--- src/logic/exec_pkg.sv ---
// Opcodes, timing, flag layout and types for the execution block
package exec_pkg;
  // ==========================================
  // Opcodes
  localparam logic [7:0] OPC_SP_DEC = 8'h34;
  localparam logic [7:0] OPC_IX_DEC = 8'h09;
  localparam logic [7:0] OPC_SP_INC = 8'h31;
  localparam logic [7:0] OPC_IX_INC = 8'h08;
  localparam logic [7:0] OPC_XOR_A_LIT = 8'h88;
  localparam logic [7:0] OPC_XOR_A_PAGE = 8'h98;
  localparam logic [7:0] OPC_XOR_A_FULL = 8'hb8;
  localparam logic [7:0] OPC_XOR_A_IDX = 8'ha8;
  localparam logic [7:0] OPC_XOR_B_LIT = 8'hc8;
  localparam logic [7:0] OPC_XOR_B_PAGE = 8'hd8;
  localparam logic [7:0] OPC_XOR_B_FULL = 8'hf8;
  localparam logic [7:0] OPC_XOR_B_IDX = 8'he8;
  localparam logic [7:0] OPC_INC_A = 8'h4c;
  localparam logic [7:0] OPC_INC_B = 8'h5c;
  localparam logic [7:0] OPC_INC_FULL = 8'h7c;
  localparam logic [7:0] OPC_INC_IDX = 8'h6c;
  localparam logic [7:0] OPC_JUMP_FULL = 8'h7e;
  localparam logic [7:0] OPC_JUMP_IDX = 8'h6e;
  localparam logic [7:0] OPC_CALL_FULL = 8'hbd;
  localparam logic [7:0] OPC_CALL_IDX = 8'had;
  // ==========================================
  // Cycle counts and instruction lengths
  localparam logic [2:0] CYC_IMPLIED = 3'h3;
  localparam logic [2:0] CYC_LIT = 3'h2;
  localparam logic [2:0] CYC_PAGE = 3'h3;
  localparam logic [2:0] CYC_FULL = 3'h4;
  localparam logic [2:0] CYC_IDX = 3'h4;
  localparam logic [2:0] CYC_ACC_INC = 3'h2;
  localparam logic [2:0] CYC_MEM_INC = 3'h6;
  localparam logic [2:0] CYC_JUMP = 3'h3;
  localparam logic [2:0] CYC_CALL = 3'h6;
  localparam logic [1:0] LEN_ONE = 2'h1;
  localparam logic [1:0] LEN_TWO = 2'h2;
  localparam logic [1:0] LEN_THREE = 2'h3;
  // ==========================================
  // Condition flags and reset values
  localparam int FLAG_H = 5;
  localparam int FLAG_I = 4;
  localparam int FLAG_N = 3;
  localparam int FLAG_Z = 2;
  localparam int FLAG_V = 1;
  localparam int FLAG_C = 0;
  localparam logic [5:0] FLAGS_RESET = 6'h10;
  localparam logic [15:0] PC_RESET = 16'h0000;
  localparam logic [15:0] SP_RESET = 16'h00ff;
  localparam logic [7:0] BYTE_MAX_POS = 8'h7f;
  // ==========================================
  // Types
  typedef enum logic [3:0] {
    OP_NONE, OP_SP_DEC, OP_SP_INC, OP_IX_DEC, OP_IX_INC,
    OP_XOR, OP_INC8, OP_JUMP, OP_CALL
  } op_class_t;
  typedef enum logic [2:0] {
    AM_IMPLIED, AM_ACC, AM_LIT, AM_PAGE, AM_FULL, AM_IDX
  } addr_mode_t;
endpackage

--- src/logic/opcode_decoder.sv ---
// Opcode table: class, addressing mode, accumulator, cycles, length
`timescale 1ns/10ps
module opcode_decoder (
  input wire logic [7:0] opcode,
  output exec_pkg::op_class_t op_class,
  output exec_pkg::addr_mode_t mode,
  output logic use_acc_b,
  output logic [2:0] cycles,
  output logic [1:0] length
);
  import exec_pkg::*;

  always_comb begin
    op_class = OP_NONE;
    mode = AM_IMPLIED;
    use_acc_b = 1'b0;
    cycles = CYC_LIT;
    length = LEN_ONE;
    case (opcode)
      OPC_SP_DEC, OPC_SP_INC, OPC_IX_DEC, OPC_IX_INC: begin
        cycles = CYC_IMPLIED;
        case (opcode)
          OPC_SP_DEC: op_class = OP_SP_DEC; // RQ1
          OPC_SP_INC: op_class = OP_SP_INC; // RQ9
          OPC_IX_DEC: op_class = OP_IX_DEC; // RQ2
          default: op_class = OP_IX_INC; // RQ10
        endcase
      end
      OPC_XOR_A_LIT, OPC_XOR_B_LIT: begin
        op_class = OP_XOR; // RQ4 RQ5
        mode = AM_LIT;
        use_acc_b = opcode[6];
        length = LEN_TWO;
      end
      OPC_XOR_A_PAGE, OPC_XOR_B_PAGE: begin
        op_class = OP_XOR; // RQ4 RQ5
        mode = AM_PAGE;
        use_acc_b = opcode[6];
        cycles = CYC_PAGE;
        length = LEN_TWO;
      end
      OPC_XOR_A_FULL, OPC_XOR_B_FULL: begin
        op_class = OP_XOR; // RQ4 RQ5
        mode = AM_FULL;
        use_acc_b = opcode[6];
        cycles = CYC_FULL;
        length = LEN_THREE;
      end
      OPC_XOR_A_IDX, OPC_XOR_B_IDX: begin
        op_class = OP_XOR; // RQ4 RQ5
        mode = AM_IDX;
        use_acc_b = opcode[6];
        cycles = CYC_IDX;
        length = LEN_TWO;
      end
      OPC_INC_A, OPC_INC_B: begin
        op_class = OP_INC8; // RQ8
        mode = AM_ACC;
        use_acc_b = opcode[4];
        cycles = CYC_ACC_INC;
      end
      OPC_INC_FULL, OPC_INC_IDX: begin
        op_class = OP_INC8; // RQ8
        mode = opcode[4] ? AM_FULL : AM_IDX;
        cycles = CYC_MEM_INC;
        length = opcode[4] ? LEN_THREE : LEN_TWO;
      end
      OPC_JUMP_FULL, OPC_JUMP_IDX: begin
        op_class = OP_JUMP; // RQ12
        mode = opcode[4] ? AM_FULL : AM_IDX;
        cycles = CYC_JUMP;
        length = opcode[4] ? LEN_THREE : LEN_TWO;
      end
      OPC_CALL_FULL, OPC_CALL_IDX: begin
        op_class = OP_CALL;
        mode = opcode[4] ? AM_FULL : AM_IDX;
        cycles = CYC_CALL;
        length = opcode[4] ? LEN_THREE : LEN_TWO; // RQ13
      end
      default: op_class = OP_NONE;
    endcase
  end
endmodule

--- src/logic/byte_alu.sv ---
// Eight-bit exclusive OR and add-one with flag results
`timescale 1ns/10ps
module byte_alu (
  input wire logic do_xor,
  input wire logic [7:0] operand_x,
  input wire logic [7:0] operand_m,
  output logic [7:0] result,
  output logic neg,
  output logic zero,
  output logic ovf
);
  import exec_pkg::*;

  assign result = do_xor ? (operand_x ^ operand_m) : 8'(operand_x + 8'h01); // RQ3 RQ6
  assign neg = result[7];
  assign zero = (result == 8'h00);
  assign ovf = do_xor ? 1'b0 : (operand_x == BYTE_MAX_POS); // RQ3 RQ7
endmodule

--- src/logic/incdec_xor_jump_exec.sv ---
// Executes stack/index steps, exclusive OR, add-one, jump and call entry
// Behaviour
// [RQ1] Opcode 34 takes three cycles, lowers the stack pointer by one, keeps all flags.
// [RQ2] Opcode 09 takes three cycles, lowers the index by one and sets only Z from the result.
// [RQ3] Exclusive OR puts acc xor operand in the accumulator, sets N and Z, clears V.
// [RQ4] Accumulator A exclusive OR uses 88, 98, B8, A8 with 2, 3, 4, 4 cycles.
// [RQ5] Accumulator B exclusive OR uses C8, D8, F8, E8 with 2, 3, 4, 4 cycles.
// [RQ6] Add-one increments accumulator or memory byte, sets N, Z and V, keeps C, H, I.
// [RQ7] Add-one sets V exactly when the operand was 7F.
// [RQ8] Add-one uses 4C and 5C in 2 cycles, 7C and 6C on memory in 6 cycles.
// [RQ9] Opcode 31 takes three cycles, raises the stack pointer by one, keeps all flags.
// [RQ10] Opcode 08 takes three cycles, raises the index by one and sets only Z.
// [RQ11] Jump loads the program counter with the effective address and keeps all flags.
// [RQ12] Jump uses 7E for full address and 6E for index offset, each in 3 cycles.
// [RQ13] Call advances the counter by 3 or 2, pushes it low byte first, then jumps.
// [RQ14] Sixteen-bit stack and index steps wrap silently modulo 65536.
`timescale 1ns/10ps
module incdec_xor_jump_exec (
  input wire logic ref_clk,
  input wire logic rst_n,
  input wire logic instr_valid,
  input wire logic [7:0] opcode,
  input wire logic [7:0] operand_hi,
  input wire logic [7:0] operand_lo,
  input wire logic [7:0] mem_rdata,
  output logic busy,
  output logic done,
  output logic illegal,
  output logic [7:0] acc_a,
  output logic [7:0] acc_b,
  output logic [15:0] stack_ptr,
  output logic [15:0] idxreg,
  output logic [15:0] pc,
  output logic [5:0] flags,
  output logic [15:0] mem_addr,
  output logic [7:0] mem_wdata,
  output logic mem_we
);
  import exec_pkg::*;

  typedef enum logic {S_IDLE, S_EXEC} state_t;

  function automatic logic [15:0] step16(input logic [15:0] v, input logic up);
    step16 = up ? 16'(v + 16'h0001) : 16'(v - 16'h0001); // RQ14
  endfunction

  // ==========================================
  // Reset release
  logic rst_meta_n;
  logic rst_sync_n;
  always_ff @(posedge ref_clk or negedge rst_n) begin
    if (!rst_n) begin
      rst_meta_n <= 1'b0;
      rst_sync_n <= 1'b0;
    end else begin
      rst_meta_n <= 1'b1;
      rst_sync_n <= rst_meta_n;
    end
  end

  // ==========================================
  // Decode and effective address
  op_class_t dec_class;
  addr_mode_t dec_mode;
  logic dec_acc_b;
  logic [2:0] dec_cycles;
  logic [1:0] dec_length;

  opcode_decoder u_dec (
    .opcode(opcode),
    .op_class(dec_class),
    .mode(dec_mode),
    .use_acc_b(dec_acc_b),
    .cycles(dec_cycles),
    .length(dec_length)
  );

  state_t state;
  op_class_t cur_class;
  addr_mode_t cur_mode;
  logic cur_acc_b;
  logic [2:0] cur_cycles;
  logic [1:0] cur_length;
  logic [2:0] step;
  logic [7:0] literal;
  logic [15:0] eff_addr;

  wire accept = (state == S_IDLE) && instr_valid;
  wire is_idle = (state == S_IDLE);
  wire [15:0] idx_offset_addr = 16'(idxreg + {8'h00, operand_lo});
  wire [15:0] dec_addr = (dec_mode == AM_PAGE) ? {8'h00, operand_lo} :
                         (dec_mode == AM_IDX) ? idx_offset_addr :
                         {operand_hi, operand_lo}; // RQ11
  wire commit = (state == S_EXEC) && (step == 3'(cur_cycles - 3'h1));
  wire push_lo = (state == S_EXEC) && (cur_class == OP_CALL) &&
                 (step == 3'(cur_cycles - 3'h2));
  wire push_hi = commit && (cur_class == OP_CALL);
  wire [15:0] next_pc_seq = 16'(pc + {14'h0000, cur_length}); // RQ13

  // ==========================================
  // Byte operation
  wire [7:0] acc_sel = cur_acc_b ? acc_b : acc_a;
  wire [7:0] mem_operand = (cur_mode == AM_LIT) ? literal : mem_rdata;
  wire do_xor = (cur_class == OP_XOR);
  wire [7:0] alu_x = (do_xor || cur_mode == AM_ACC) ? acc_sel : mem_rdata;
  wire [7:0] alu_result;
  wire alu_n;
  wire alu_z;
  wire alu_v;

  byte_alu u_alu (
    .do_xor(do_xor),
    .operand_x(alu_x),
    .operand_m(mem_operand),
    .result(alu_result),
    .neg(alu_n),
    .zero(alu_z),
    .ovf(alu_v)
  );

  wire byte_to_acc = (do_xor || cur_mode == AM_ACC) && cur_class != OP_INC8 ||
                     (cur_class == OP_INC8 && cur_mode == AM_ACC);
  wire mem_inc_write = commit && (cur_class == OP_INC8) && (cur_mode != AM_ACC);
  wire [15:0] next_idx = step16(idxreg, cur_class == OP_IX_INC);
  wire [5:0] byte_flags = {flags[FLAG_H], flags[FLAG_I], alu_n, alu_z, alu_v,
                           flags[FLAG_C]}; // RQ3 RQ6 RQ7
  wire [5:0] idx_flags = {flags[5:3], next_idx == 16'h0000, flags[1:0]}; // RQ2 RQ10

  // ==========================================
  // Sequencer
  always_ff @(posedge ref_clk or negedge rst_sync_n) begin
    if (!rst_sync_n) begin
      state <= S_IDLE;
      step <= 3'h0;
      cur_class <= OP_NONE;
      cur_mode <= AM_IMPLIED;
      cur_acc_b <= 1'b0;
      cur_cycles <= CYC_LIT;
      cur_length <= LEN_ONE;
      literal <= 8'h00;
      eff_addr <= 16'h0000;
    end else begin
      case (state)
        S_IDLE: begin
          if (accept && dec_class != OP_NONE) begin
            state <= S_EXEC;
            step <= 3'h1;
            cur_class <= dec_class;
            cur_mode <= dec_mode;
            cur_acc_b <= dec_acc_b;
            cur_cycles <= dec_cycles;
            cur_length <= dec_length;
            literal <= operand_lo;
            eff_addr <= dec_addr;
          end
        end
        S_EXEC: begin
          step <= 3'(step + 3'h1);
          if (commit) begin
            state <= S_IDLE;
            step <= 3'h0;
          end
        end
        default: state <= S_IDLE;
      endcase
    end
  end

  // ==========================================
  // Architectural registers
  always_ff @(posedge ref_clk or negedge rst_sync_n) begin
    if (!rst_sync_n) begin
      acc_a <= 8'h00;
      acc_b <= 8'h00;
      stack_ptr <= SP_RESET;
      idxreg <= 16'h0000;
      pc <= PC_RESET;
      flags <= FLAGS_RESET;
    end else if (commit) begin
      pc <= next_pc_seq;
      case (cur_class)
        OP_SP_DEC: stack_ptr <= step16(stack_ptr, 1'b0); // RQ1
        OP_SP_INC: stack_ptr <= step16(stack_ptr, 1'b1); // RQ9
        OP_IX_DEC, OP_IX_INC: begin
          idxreg <= next_idx; // RQ2 RQ10
          flags <= idx_flags;
        end
        OP_XOR, OP_INC8: begin
          flags <= byte_flags; // RQ3 RQ6
          if (byte_to_acc && cur_acc_b) begin
            acc_b <= alu_result;
          end else if (byte_to_acc) begin
            acc_a <= alu_result;
          end
        end
        OP_JUMP: pc <= eff_addr; // RQ11
        OP_CALL: begin
          pc <= eff_addr; // RQ13
          stack_ptr <= 16'(stack_ptr - 16'h0002);
        end
        default: pc <= next_pc_seq;
      endcase
    end
  end

  // ==========================================
  // Memory port and status
  always_ff @(posedge ref_clk or negedge rst_sync_n) begin
    if (!rst_sync_n) begin
      mem_addr <= 16'h0000;
      mem_wdata <= 8'h00;
      mem_we <= 1'b0;
      busy <= 1'b0;
      done <= 1'b0;
      illegal <= 1'b0;
    end else begin
      mem_we <= 1'b0;
      done <= commit;
      illegal <= accept && dec_class == OP_NONE;
      busy <= (accept && dec_class != OP_NONE) || (!is_idle && !commit);
      if (accept && dec_class != OP_NONE) begin
        mem_addr <= dec_addr;
      end
      if (push_lo) begin
        mem_addr <= stack_ptr; // RQ13
        mem_wdata <= next_pc_seq[7:0];
        mem_we <= 1'b1;
      end else if (push_hi) begin
        mem_addr <= 16'(stack_ptr - 16'h0001); // RQ13
        mem_wdata <= next_pc_seq[15:8];
        mem_we <= 1'b1;
      end else if (mem_inc_write) begin
        mem_addr <= eff_addr; // RQ6
        mem_wdata <= alu_result;
        mem_we <= 1'b1;
      end
    end
  end

  // ==========================================
  // Checks
  wire [15:0] opnd_word = {operand_hi, operand_lo};
endmodule

--- config.mk ---
export PLATFORM = sky130hd
export DESIGN_NAME = incdec_xor_jump_exec
export DESIGN_NICKNAME = d
export VERILOG_FILES = /design/src/logic/exec_pkg.sv /design/src/logic/opcode_decoder.sv /design/src/logic/byte_alu.sv /design/src/logic/incdec_xor_jump_exec.sv
export SDC_FILE = /design/constraint.sdc
export NUM_CORES = 1
export LEC_CHECK = 0
export BUFFER_PORTS_ARGS = -buffer_cell sky130_fd_sc_hd__buf_2
export CAP_MARGIN = 10
export CORE_MARGIN = 2
export CORE_UTILIZATION = 63
export CTS_CLUSTER_SIZE = 10
export DETAILED_ROUTE_END_ITERATION = 6
export PLACE_DENSITY = 0.87
export SYNTH_ARGS = -nofsm -noshare
export SYNTH_HDL_FRONTEND = slang
export SYNTH_SLANG_ARGS = --single-unit
--- constraint.sdc ---
create_clock -name ref_clk -period 8.45 [get_ports ref_clk]
set_clock_uncertainty 0.15 [all_clocks]
set_input_delay 2.535 -clock ref_clk [delete_from_list [all_inputs] [get_ports ref_clk]]
set_output_delay 2.535 -clock ref_clk [all_outputs]
set_load 0.05 [all_outputs]
==> results.md, run 1 <==
- Max-Cap Viols: 0
- Synth Flop Type: dfrtp_1
- WL/cell: 19.0 µm
- Total Wirelength: 26.6 mm
- Cells after synthesis: 1107
- Max_slew headroom: 0.284
- Hold Crit Class: reg2reg
- Num Clock Sinks: 138
- Antenna Nets Post-Route: 0
- PostCTS Resize Cnt: 0
- HPWL Detailed: 19.3 mm
- Adder-Cell Fraction of Synth Area: 0.0505
- Nets: 1274
- Share of cells above drive strength 1: 0.192
- Worst slew pin tran: 1.07 ns
- Ant. Diodes: 0
- Number of fill cells: 1109
- Vias in the first global route: 8353
- Synth Warn #: 0
- Pin count of the biggest net entering global routing: 76
- Sum of negative setup slack: 0 ns
- Combinational Power Share: 0.531
- Die footprint: 15800 µm²
- Clock power share: 0.185
- CTS Buf Count: 17
- Max IR drop VDD: 0.362 mV
- Worst Path Arrival: 5.14 ns
- Worst r2r path cells: 12
- Antenna violations before repair: 1
- F_max: 0.202 GHz
- Final setup viols: 0
- Via count: 9076
- Die X: 126 µm
- Met1 GRT Util: 0.475
- Non-filler cells, final: 1400
- Clk buf depth: 2
- Clk_lat worst skew: 0.43 ns
- Area grow syn2layout: 14.0%
- Post-synthesis mux area share: 0.0517
- Row count: 44
- Initial DRT Pass Iterations: 6
- Post-Synth XOR/XNOR Area: 0.0635
- WS Path Type: in2reg
- Hold Path Depth: 0
- CP Capture Type: flip-flop
- Sequential power share: 0.285
- Initial core utilization: 0.644
- Commonest non-fill, non-tap cells in the layout: 151 x nand2_1, 129 x buf_2, 127 x dfrtp_1
- Count of final hold-check violations: 0
- CTS tree: done
- EDFF count, synth: 0
- First-pass GRT wire length: 42.9 mm
- Die height: 126 µm
- Simple-Gate Fraction of Synth Area: 0.209
- Setup bufs post-CTS: 0
- Register area share after synthesis: 0.370
- Post-Syn Area: 9360 µm²
- DR iter-0 viols: 1142
- Core footprint: 14500 µm²
- Worst Path Required: 8.65 ns
- Combinational family with the most area after synthesis: compound AO/OA/AOI/OAI gates
- Internal Power: 2.09 mW
- Overflow after GRT: 0
- Routability cong.: 0.911
- Switching share of power: 0.497
- Period minus WS final: 4.94 ns
- Number of H-tree levels: 4
- Most common cell after layout, fill and taps aside: nand2_1
- CP max FO: 5
- PwrDens: 390 nW/µm²
- Post-synth cell types: 80
- Post-synth ARST share: 1.00
- # DRC: 0
- Met2 usage: 0.517
- Vias per cell: 6.48
- Synth Area in Compound Gates: 0.213
- Clk root buf: clkbuf_16
- Run status: completed
- GR met3 Demand/Resource: 0.0714
- Inst Count DP: 1368
- RSZ-0062 raised after global routing: false
- GRT Max-Usage Layer: met2
- Gr usage total: 0.337
- Yosys reg bits: 138
- Synth Area per Inst: 8.46 µm²
- Crit start category: primary input
- Final Cycle Share: 0.585
- I/O Buffers: 129
- NetSw: 2.06 mW
- Final Max Tran Viols: 0
- Hold_buf cts: 0
- Io pins: 133
- LEAKAGE: 4.90 nW
- Clock transition at the registers of the reported paths: 0.06 ns
-- cells in the mapped netlist, drive strengths merged, types with 9 or more instances --
master	n	area (µm²)
o22ai	20	125
nand2	151	567
nor2b	10	62.6
a22oi	13	97.6
a221o	10	100
dfrtp	128	3200
clkbuf	48	180
a211oi	15	113
and3	20	125
o21ai	95	479
nor3	28	166
inv	30	113
or3	9	56.3
a21oi	79	399
a21o	12	90.1
nor2	106	403
mux2	27	304
buf	16	92.6
xor2	26	228
ha	33	413
nand3	31	155
a31oi	14	87.6
xnor2	41	367
dfstp	10	263
nand4	10	62.6
mux2i	18	180
-- worst max-delay path, cell delays in order --
cell and delay (ns):
buf_2 0.12, ha_1 0.17, inv_1 0.05, fa_1 0.37, nor2b_1 0.21, o21ai_0 0.13, a21oi_1 0.21, o21ai_0 0.23
a211oi_1 0.33, xnor2_1 0.11, a211oi_1 0.39, nand2_1 0.10, a31oi_1 0.18
-- through the flow --
step | worst slack (ns) | instance area [µm²] | hold WS (ns) | power, mW | utilization
2_1_floorplan | 3.60 | 9370 | 0.181 | 2.82 | -
3_3_place_gp | 3.08 | 10100 | 0.183 | 3.28 | 0.692
3_5_place_dp | 2.98 | 10100 | 0.189 | 3.35 | 0.692
4_1_cts | 3.41 | 10700 | 0.202 | 4.12 | 0.734
5_1_grt | 3.26 | 10700 | 0.213 | 4.40 | 0.734
6_report | 3.51 | 10700 | 0.202 | 4.16 | 0.734
-- final cells by class --
class | count | area (µm²) | share of cell area
clock buffer | 22 | 494 | 0.0463
clock inverter | 10 | 114 | 0.0107
inverter | 30 | 113 | 0.0106
multi-input combinational | 877 | 5530 | 0.518
sequential | 138 | 3470 | 0.325
tap | 184 | 230 | 0.0216
timing repair buffer | 139 | 721 | 0.0676
-- cell families (layout without fill, tap and decap cells) --
logic type / count (synthesis) / after routing
AO/OA/AOI/OAI: 316 / 316
XOR/XNOR: 67 / 67
adder cells (fa/ha/maj): 36 / 36
buffers and inverters: 94 / 201
flip-flops: 138 / 138
multiplexers: 45 / 45
other: 2 / 4
AND/OR/NAND/NOR: 409 / 409
-- state kept, by name, summed over array words and instances (netlist names), 16 cells and up --
signal and count:
eff_addr 16, idxreg 16, mem_addr 16, pc 16, stack_ptr 16
-- power by group through the flow --
| stage | clock network, mW | logic, mW | registers, mW |
|---|---|---|---|
| global placement | 0 | 2.11 | 1.17 |
| global route | 0.798 | 2.39 | 1.21 |
| CTS | 0.764 | 2.19 | 1.17 |
| floorplan | 0 | 1.25 | 1.56 |
| finish | 0.768 | 2.21 | 1.18 |
| detailed placement | 0 | 2.17 | 1.18 |
-- layer usage --
layer	routed length, µm	vias to the layer above	part of all wire
li1	-	4193	-
met2	12100	525	0.46
met1	10900	4279	0.41
met5	0	-	0
met4	822	0	0.031
met3	2750	79	0.10
-- worst paths after layout --
kind / to / slack, ns / from
worst min register to register: rst_sync_n / 0.20 / rst_meta_n
worst min-delay path: rst_sync_n / 0.20 / rst_meta_n
worst max register to register: flags[2] / 4.00 / cur_class[2]
max in group asynchronous: rst_sync_n / 6.32 / rst_n
min in group asynchronous: acc_a[6] / 0.26 / rst_sync_n
worst max-delay path: mem_addr[10] / 3.51 / operand_lo[0]
Power figures use the tool's default switching activity.
==> inputs of run 2 (changes only) <==
- CORE_UTILIZATION: 63 -> 53
- PLACE_DENSITY: 0.87 -> 0.78
- clock period: 8.45 -> 4.4 ns (I/O delays scaled with it)
==> run 2 against run 1 <==
- sequential cell count did not move
- critical endpoint is now flags[2]
- highest routed layer unchanged
- largest power group unchanged
- non-clock buffer count rose by 12
- routed wire length rose by 3.3%
- largest cell class unchanged
- final area rose by 1.2%
==> results.md, run 2 (same netlist as run 1, synthesis figures left out) <==
- Run status: completed
- Core footprint: 17300 µm² (+19%)
- CTS Buf Count: 17 (unchanged)
- RSZ-0062 raised after global routing: false
- Initial DRT Pass Iterations: 5 (-1)
- Row count: 48 (+9.1%)
- Ant. Diodes: 0 (unchanged)
- Pin count of the biggest net entering global routing: 79 (+3.9%)
- Clk_lat worst skew: 0.44 ns (about the same)
- Die height: 137 µm (+8.7%)
- Overflow after GRT: 0 (unchanged)
- F_max: 0.248 GHz
- Antenna violations before repair: 0 (-1)
- Clk buf depth: 2 (unchanged)
- Area grow syn2layout: 15.4%
- Met1 GRT Util: 0.401 (-0.0733)
- Max IR drop VDD: 0.565 mV (+56%)
- Clk root buf: clkbuf_16
- Routability cong.: 0.903 (-0.87%)
- LEAKAGE: 4.95 nW (+1.2%)
- Hold_buf cts: 0 (unchanged)
- Worst Path Arrival: 4.24 ns (-0.90 ns)
- Num Clock Sinks: 138 (unchanged)
- DR iter-0 viols: 885 (-23%)
- CP max FO: 11 (+6)
- Commonest non-fill, non-tap cells in the layout: 151 x nand2_1, 129 x buf_2, 127 x dfrtp_1
- HPWL Detailed: 19.9 mm (+3.1%)
- Final Cycle Share: 0.916
- Share of cells above drive strength 1: 0.199 (+0.00709)
- Vias per cell: 6.27 (-3.3%)
- Worst Path Required: 4.61 ns (-4.04 ns)
- Nets: 1286 (+0.94%)
- Clock transition at the registers of the reported paths: 0.06 ns (about the same)
- Max-Cap Viols: 0 (unchanged)
- Gr usage total: 0.298 (-0.0387)
- I/O Buffers: 129 (unchanged)
- Count of final hold-check violations: 0 (unchanged)
- WS Path Type: reg2reg
- Vias in the first global route: 8356 (+0.036%)
- PwrDens: 737 nW/µm² (+89%)
- # DRC: 0 (unchanged)
- GRT Max-Usage Layer: met2
- CP Capture Type: flip-flop
- Most common cell after layout, fill and taps aside: nand2_1
- Initial core utilization: 0.541 (-0.103)
- Die X: 137 µm (+8.7%)
- Io pins: 133 (unchanged)
- Die footprint: 18700 µm² (+18%)
- Met2 usage: 0.476 (-0.0413)
- Non-filler cells, final: 1453 (+3.8%)
- First-pass GRT wire length: 43.3 mm (+0.93%)
- Via count: 9112 (+0.40%)
- Sum of negative setup slack: 0 ns (unchanged)
- Antenna Nets Post-Route: 0 (unchanged)
- Hold Crit Class: reg2reg
- Final setup viols: 0 (unchanged)
- Final hold slack: 0.198 ns (-0.00460 ns)
- WL/cell: 18.9 µm (-0.52%)
- GR met3 Demand/Resource: 0.0552 (-0.0162)
- Max_slew headroom: 0.305 (+0.0219)
- CTS tree: done
- Inst Count DP: 1421 (+3.9%)
- Total Wirelength: 27.4 mm (+3.3%)
- Crit start category: flip-flop
- Final Max Tran Viols: 0 (unchanged)
- Period minus WS final: 4.03 ns
- Worst slew pin tran: 1.04 ns (-0.0301 ns)
- Number of H-tree levels: 4 (unchanged)
run 2: cell count changes in the layout (fill, tap and decap cells not counted), moves of 2 or more:
| cell | delta |
|---|---|
| clkinvlp_4 | -2 |
| buf_4 | +11 |
| clkbuf_1 | +2 |
| clkinv_4 | +3 |
| clkbuf_8 | -3 |
run 2: report_power, final:
group / switching (mW) / internal (mW)
logic: 2.83 / 1.44
clock network: 0.574 / 0.861
registers: 0.554 / 1.70
total: 3.96 / 4.00
run 2: final timing paths:
| path | depth (start not counted) | to | from | slack [ns] |
|---|---|---|---|---|
| min in group asynchronous | 0 | idxreg[2] | rst_sync_n | 0.36 |
| worst max register to register | 12 | flags[2] | cur_class[3] | 0.37 |
| worst min register to register | 0 | rst_sync_n | rst_meta_n | 0.20 |
| worst max-delay path | 12 | flags[2] | cur_class[3] | 0.37 |
| max in group asynchronous | 1 | cur_length[0] | rst_sync_n | 2.86 |
| worst min-delay path | 0 | rst_sync_n | rst_meta_n | 0.20 |
run 2: what timing repair did:
item                                    4_1_cts  5_1_grt
resized for setup                             0        1
buffers inserted                              0        0
endpoints found under the setup margin        0        1
hold endpoints to repair                      0        0
run 2: area by class of cell:
type | instances | area [µm²]
clock buffers | 21 | 460
clock inverters | 11 | 121
fillers | 1540 | 6500
inverters | 30 | 113
multi-input cells | 877 | 5530
flip-flops and latches | 138 | 3470
well taps | 225 | 282
repair buffers | 151 | 823
run 2: worst max-delay path: stages, from the launching register on:
cell	delay (ns)
dfrtp_1	0.50
nor2b_1	0.33
nand2_1	0.34
ha_1	0.47
a2111oi_0	0.36
o21ai_0	0.24
a211oi_1	0.34
nor3_2	0.12
a221o_1	0.31
a21oi_1	0.18
xnor2_1	0.15
nand4_1	0.23
a31oi_1	0.23
run 2: per-layer routing:
metal | vias up | wire length, µm
met5 | - | 0
met4 | 0 | 957
met3 | 81 | 2310
met2 | 464 | 12700
met1 | 4340 | 11400
li1 | 4227 | -
run 2: stage by stage:
stage | setup WS (ns) | cell area (µm²) | total power, mW | util
detailed placement | 0.303 | 10200 | 6.45 | 0.590
CTS | 0.322 | 10800 | 7.91 | 0.624
finish | 0.368 | 10800 | 7.96 | 0.624
floorplan | 0.138 | 9370 | 5.41 | -
global placement | 0.331 | 10200 | 6.36 | 0.590
global route | 0.0125 | 10800 | 8.48 | 0.624
==> inputs of run 3 (changes only) <==
- clock period: 4.4 -> 3.6 ns (I/O delays scaled with it)
==> run 3 against run 2 <==
- the run now ends with design-rule violations left
- cell count is 3.2% higher
- register-to-register slack lost 0.17 ns
- sequential power increased by 20%
- routed wire length is 2.7% higher
- count of clock-buffer cells in the layout unchanged
- global-route usage up 0.92 points
- critical path depth up 2
- sequential share of layout area down 1.4 points
- non-clock buffer count is 47 higher
- largest cell class unchanged
- largest power group unchanged
==> results.md, run 3 (same netlist as run 1, synthesis figures left out) <==
- Slowest stage cell, crit path: dfrtp_1
- Worst slew pin tran: 0.958 ns (-0.0842 ns)
- Period minus WS final: 3.40 ns (-0.628 ns)
- Slowest stage delay, CP: 0.38 ns (-0.12 ns)
- CP bufs+invs: 2 (+2)
- Share of cells above drive strength 1: 0.233 (+0.0342)
- Vias in the first global route: 8734 (+4.5%)
- Worst Path Arrival: 3.61 ns (-0.63 ns)
- LEAKAGE: 5.22 nW (+5.4%)
- HPWL Detailed: 20.5 mm (+3.2%)
- First-pass GRT wire length: 45.1 mm (+4.1%)
- Core utilization of the finished layout: 0.652 (+0.0276)
- Max_slew headroom: 0.362 (+0.0562)
- Commonest non-fill, non-tap cells in the layout: 150 x nand2_1, 129 x buf_2, 127 x dfrtp_1
- CTS tree: done
- Core footprint: 17300 µm² (unchanged)
- Final Cycle Share: 0.946 (+0.0293)
- Worst Path Required: 3.81 ns (-0.80 ns)
- Clk root buf: clkbuf_16
- Hold Crit Class: reg2async
- Initial DRT Pass Iterations: 7 (+2)
- Number of fill cells: 1431 (-7.1%)
- Most common cell after layout, fill and taps aside: nand2_1
- Row count: 48 (unchanged)
- Number of H-tree levels: 4 (unchanged)
- CTS Buf Count: 17 (unchanged)
- WS Path Type: reg2reg
- CP delay by family, top: compound AO/OA/AOI/OAI gates
- Gr usage total: 0.307 (+0.00920)
- Overflow after GRT: 0 (unchanged)
- Setup bufs post-CTS: 0 (unchanged)
- Cell chain of the critical path: nor2b_1 -> nand2_2 -> buf_4 -> ha_1 -> a211oi_2 -> o21ai_1 -> a211oi_2 -> nor3_2 -> a221o_1 -> a21oi_1 -> xnor2_1 -> nand4_1 -> buf_4 -> a31oi_1
- Ant. Diodes: 0 (unchanged)
- Area grow syn2layout: 20.5%
- Vias per cell: 6.20 (-1.1%)
- Clock transition at the registers of the reported paths: 0.06 ns (about the same)
- Clk buf depth: 2 (unchanged)
- Via count: 9306 (+2.1%)
- Count of final hold-check violations: 0 (unchanged)
- Final Max Tran Viols: 0 (unchanged)
- Nets: 1333 (+3.7%)
- Antenna Nets Post-Route: 0 (unchanged)
- Sum of negative setup slack: 0 ns (unchanged)
- DR iter-0 viols: 1004 (+13%)
- CP max FO: 5 (-6)
- Die height: 137 µm (unchanged)
- Crit start category: flip-flop
- Initial core utilization: 0.541 (unchanged)
- PwrDens: 912 nW/µm² (+24%)
- Clk_lat worst skew: 0.44 ns (about the same)
- Final setup viols: 0 (unchanged)
- WL/cell: 18.8 µm (-0.55%)
- Die X: 137 µm (unchanged)
- Total Wirelength: 28.1 mm (+2.7%)
- # DRC: 14 (+14)
- CP Capture Type: flip-flop
- F_max: 0.294 GHz (+18%)
- I/O Buffers: 129 (unchanged)
- Failing checks: design-rule violations
- Max IR drop VDD: 0.888 mV (+57%)
- Max-Cap Viols: 0 (unchanged)
- Die footprint: 18700 µm² (unchanged)
- Io pins: 133 (unchanged)
- Num Clock Sinks: 138 (unchanged)
- Pin count of the biggest net entering global routing: 50 (-37%)
- Run status: complete, but fails checks
- Antenna violations before repair: 0 (unchanged)
- Routability cong.: 0.898 (-0.53%)
## run 3: changes by cell type in the layout (fill, tap and decap cells not counted), sizes merged
| cell | change |
|---|---|
| inv | +1 |
| clkinv | -5 |
| bufinv | +3 |
| clkinvlp | +1 |
| buf | +47 |
## run 3: final timing paths
check,from,end,slack [ns],depth (start not counted)
min in group ref_clk,rst_meta_n,rst_sync_n,0.20,0
max in group asynchronous,rst_sync_n,cur_length[0],2.34,1
setup / recovery,cur_class[3],flags[2],0.20,14
setup reg to reg,cur_class[3],flags[2],0.20,14
hold / removal,rst_sync_n,idxreg[0],0.19,0
hold reg to reg,rst_sync_n,idxreg[0],0.19,0
## run 3: cell type report
type	instances	area, µm²	area share
clock inverter	11	191	0.0170
multi-input combinational	877	5570	0.494
inverter	30	113	0.00999
clock buffer	21	460	0.0408
sequential	138	3470	0.308
tap	225	282	0.0250
timing repair buffer	198	1190	0.105
## run 3: repair_timing
item / in CTS / in global routing
gates resized for setup: 0 / 12
endpoints found under the setup margin: 0 / 2
hold buffers: 0 / 0
## run 3: per-layer routing
layer,GRT usage,vias up,part of all wire
met5,0,-,0
met4,0.143,0,0.042
met3,0.0578,113,0.085
met2,0.487,503,0.46
met1,0.408,4381,0.42
li1,-,4309,-
## run 3: metrics by stage
stage	instances	area, µm²	power [mW]	setup WS [ns]	hold slack (ns)
after CTS	1500	11200	10.1	0.0693	0.202
after detailed placement	1468	10600	8.09	-0.211	0.189
after global placement	1468	10600	7.94	-0.144	0.187
after global routing	1500	11300	10.9	-0.0288	0.218
final	1500	11300	10.3	0.196	0.194
after floorplan	1109	9370	6.62	0.0164	0.181
## run 3: power by group
| part | internal, mW | leakage [nW] | switching (mW) |
|---|---|---|---|
| registers | 2.08 | 1.74 | 0.625 |
| clock network | 1.26 | 0.310 | 0.706 |
| logic | 1.96 | 3.17 | 3.65 |
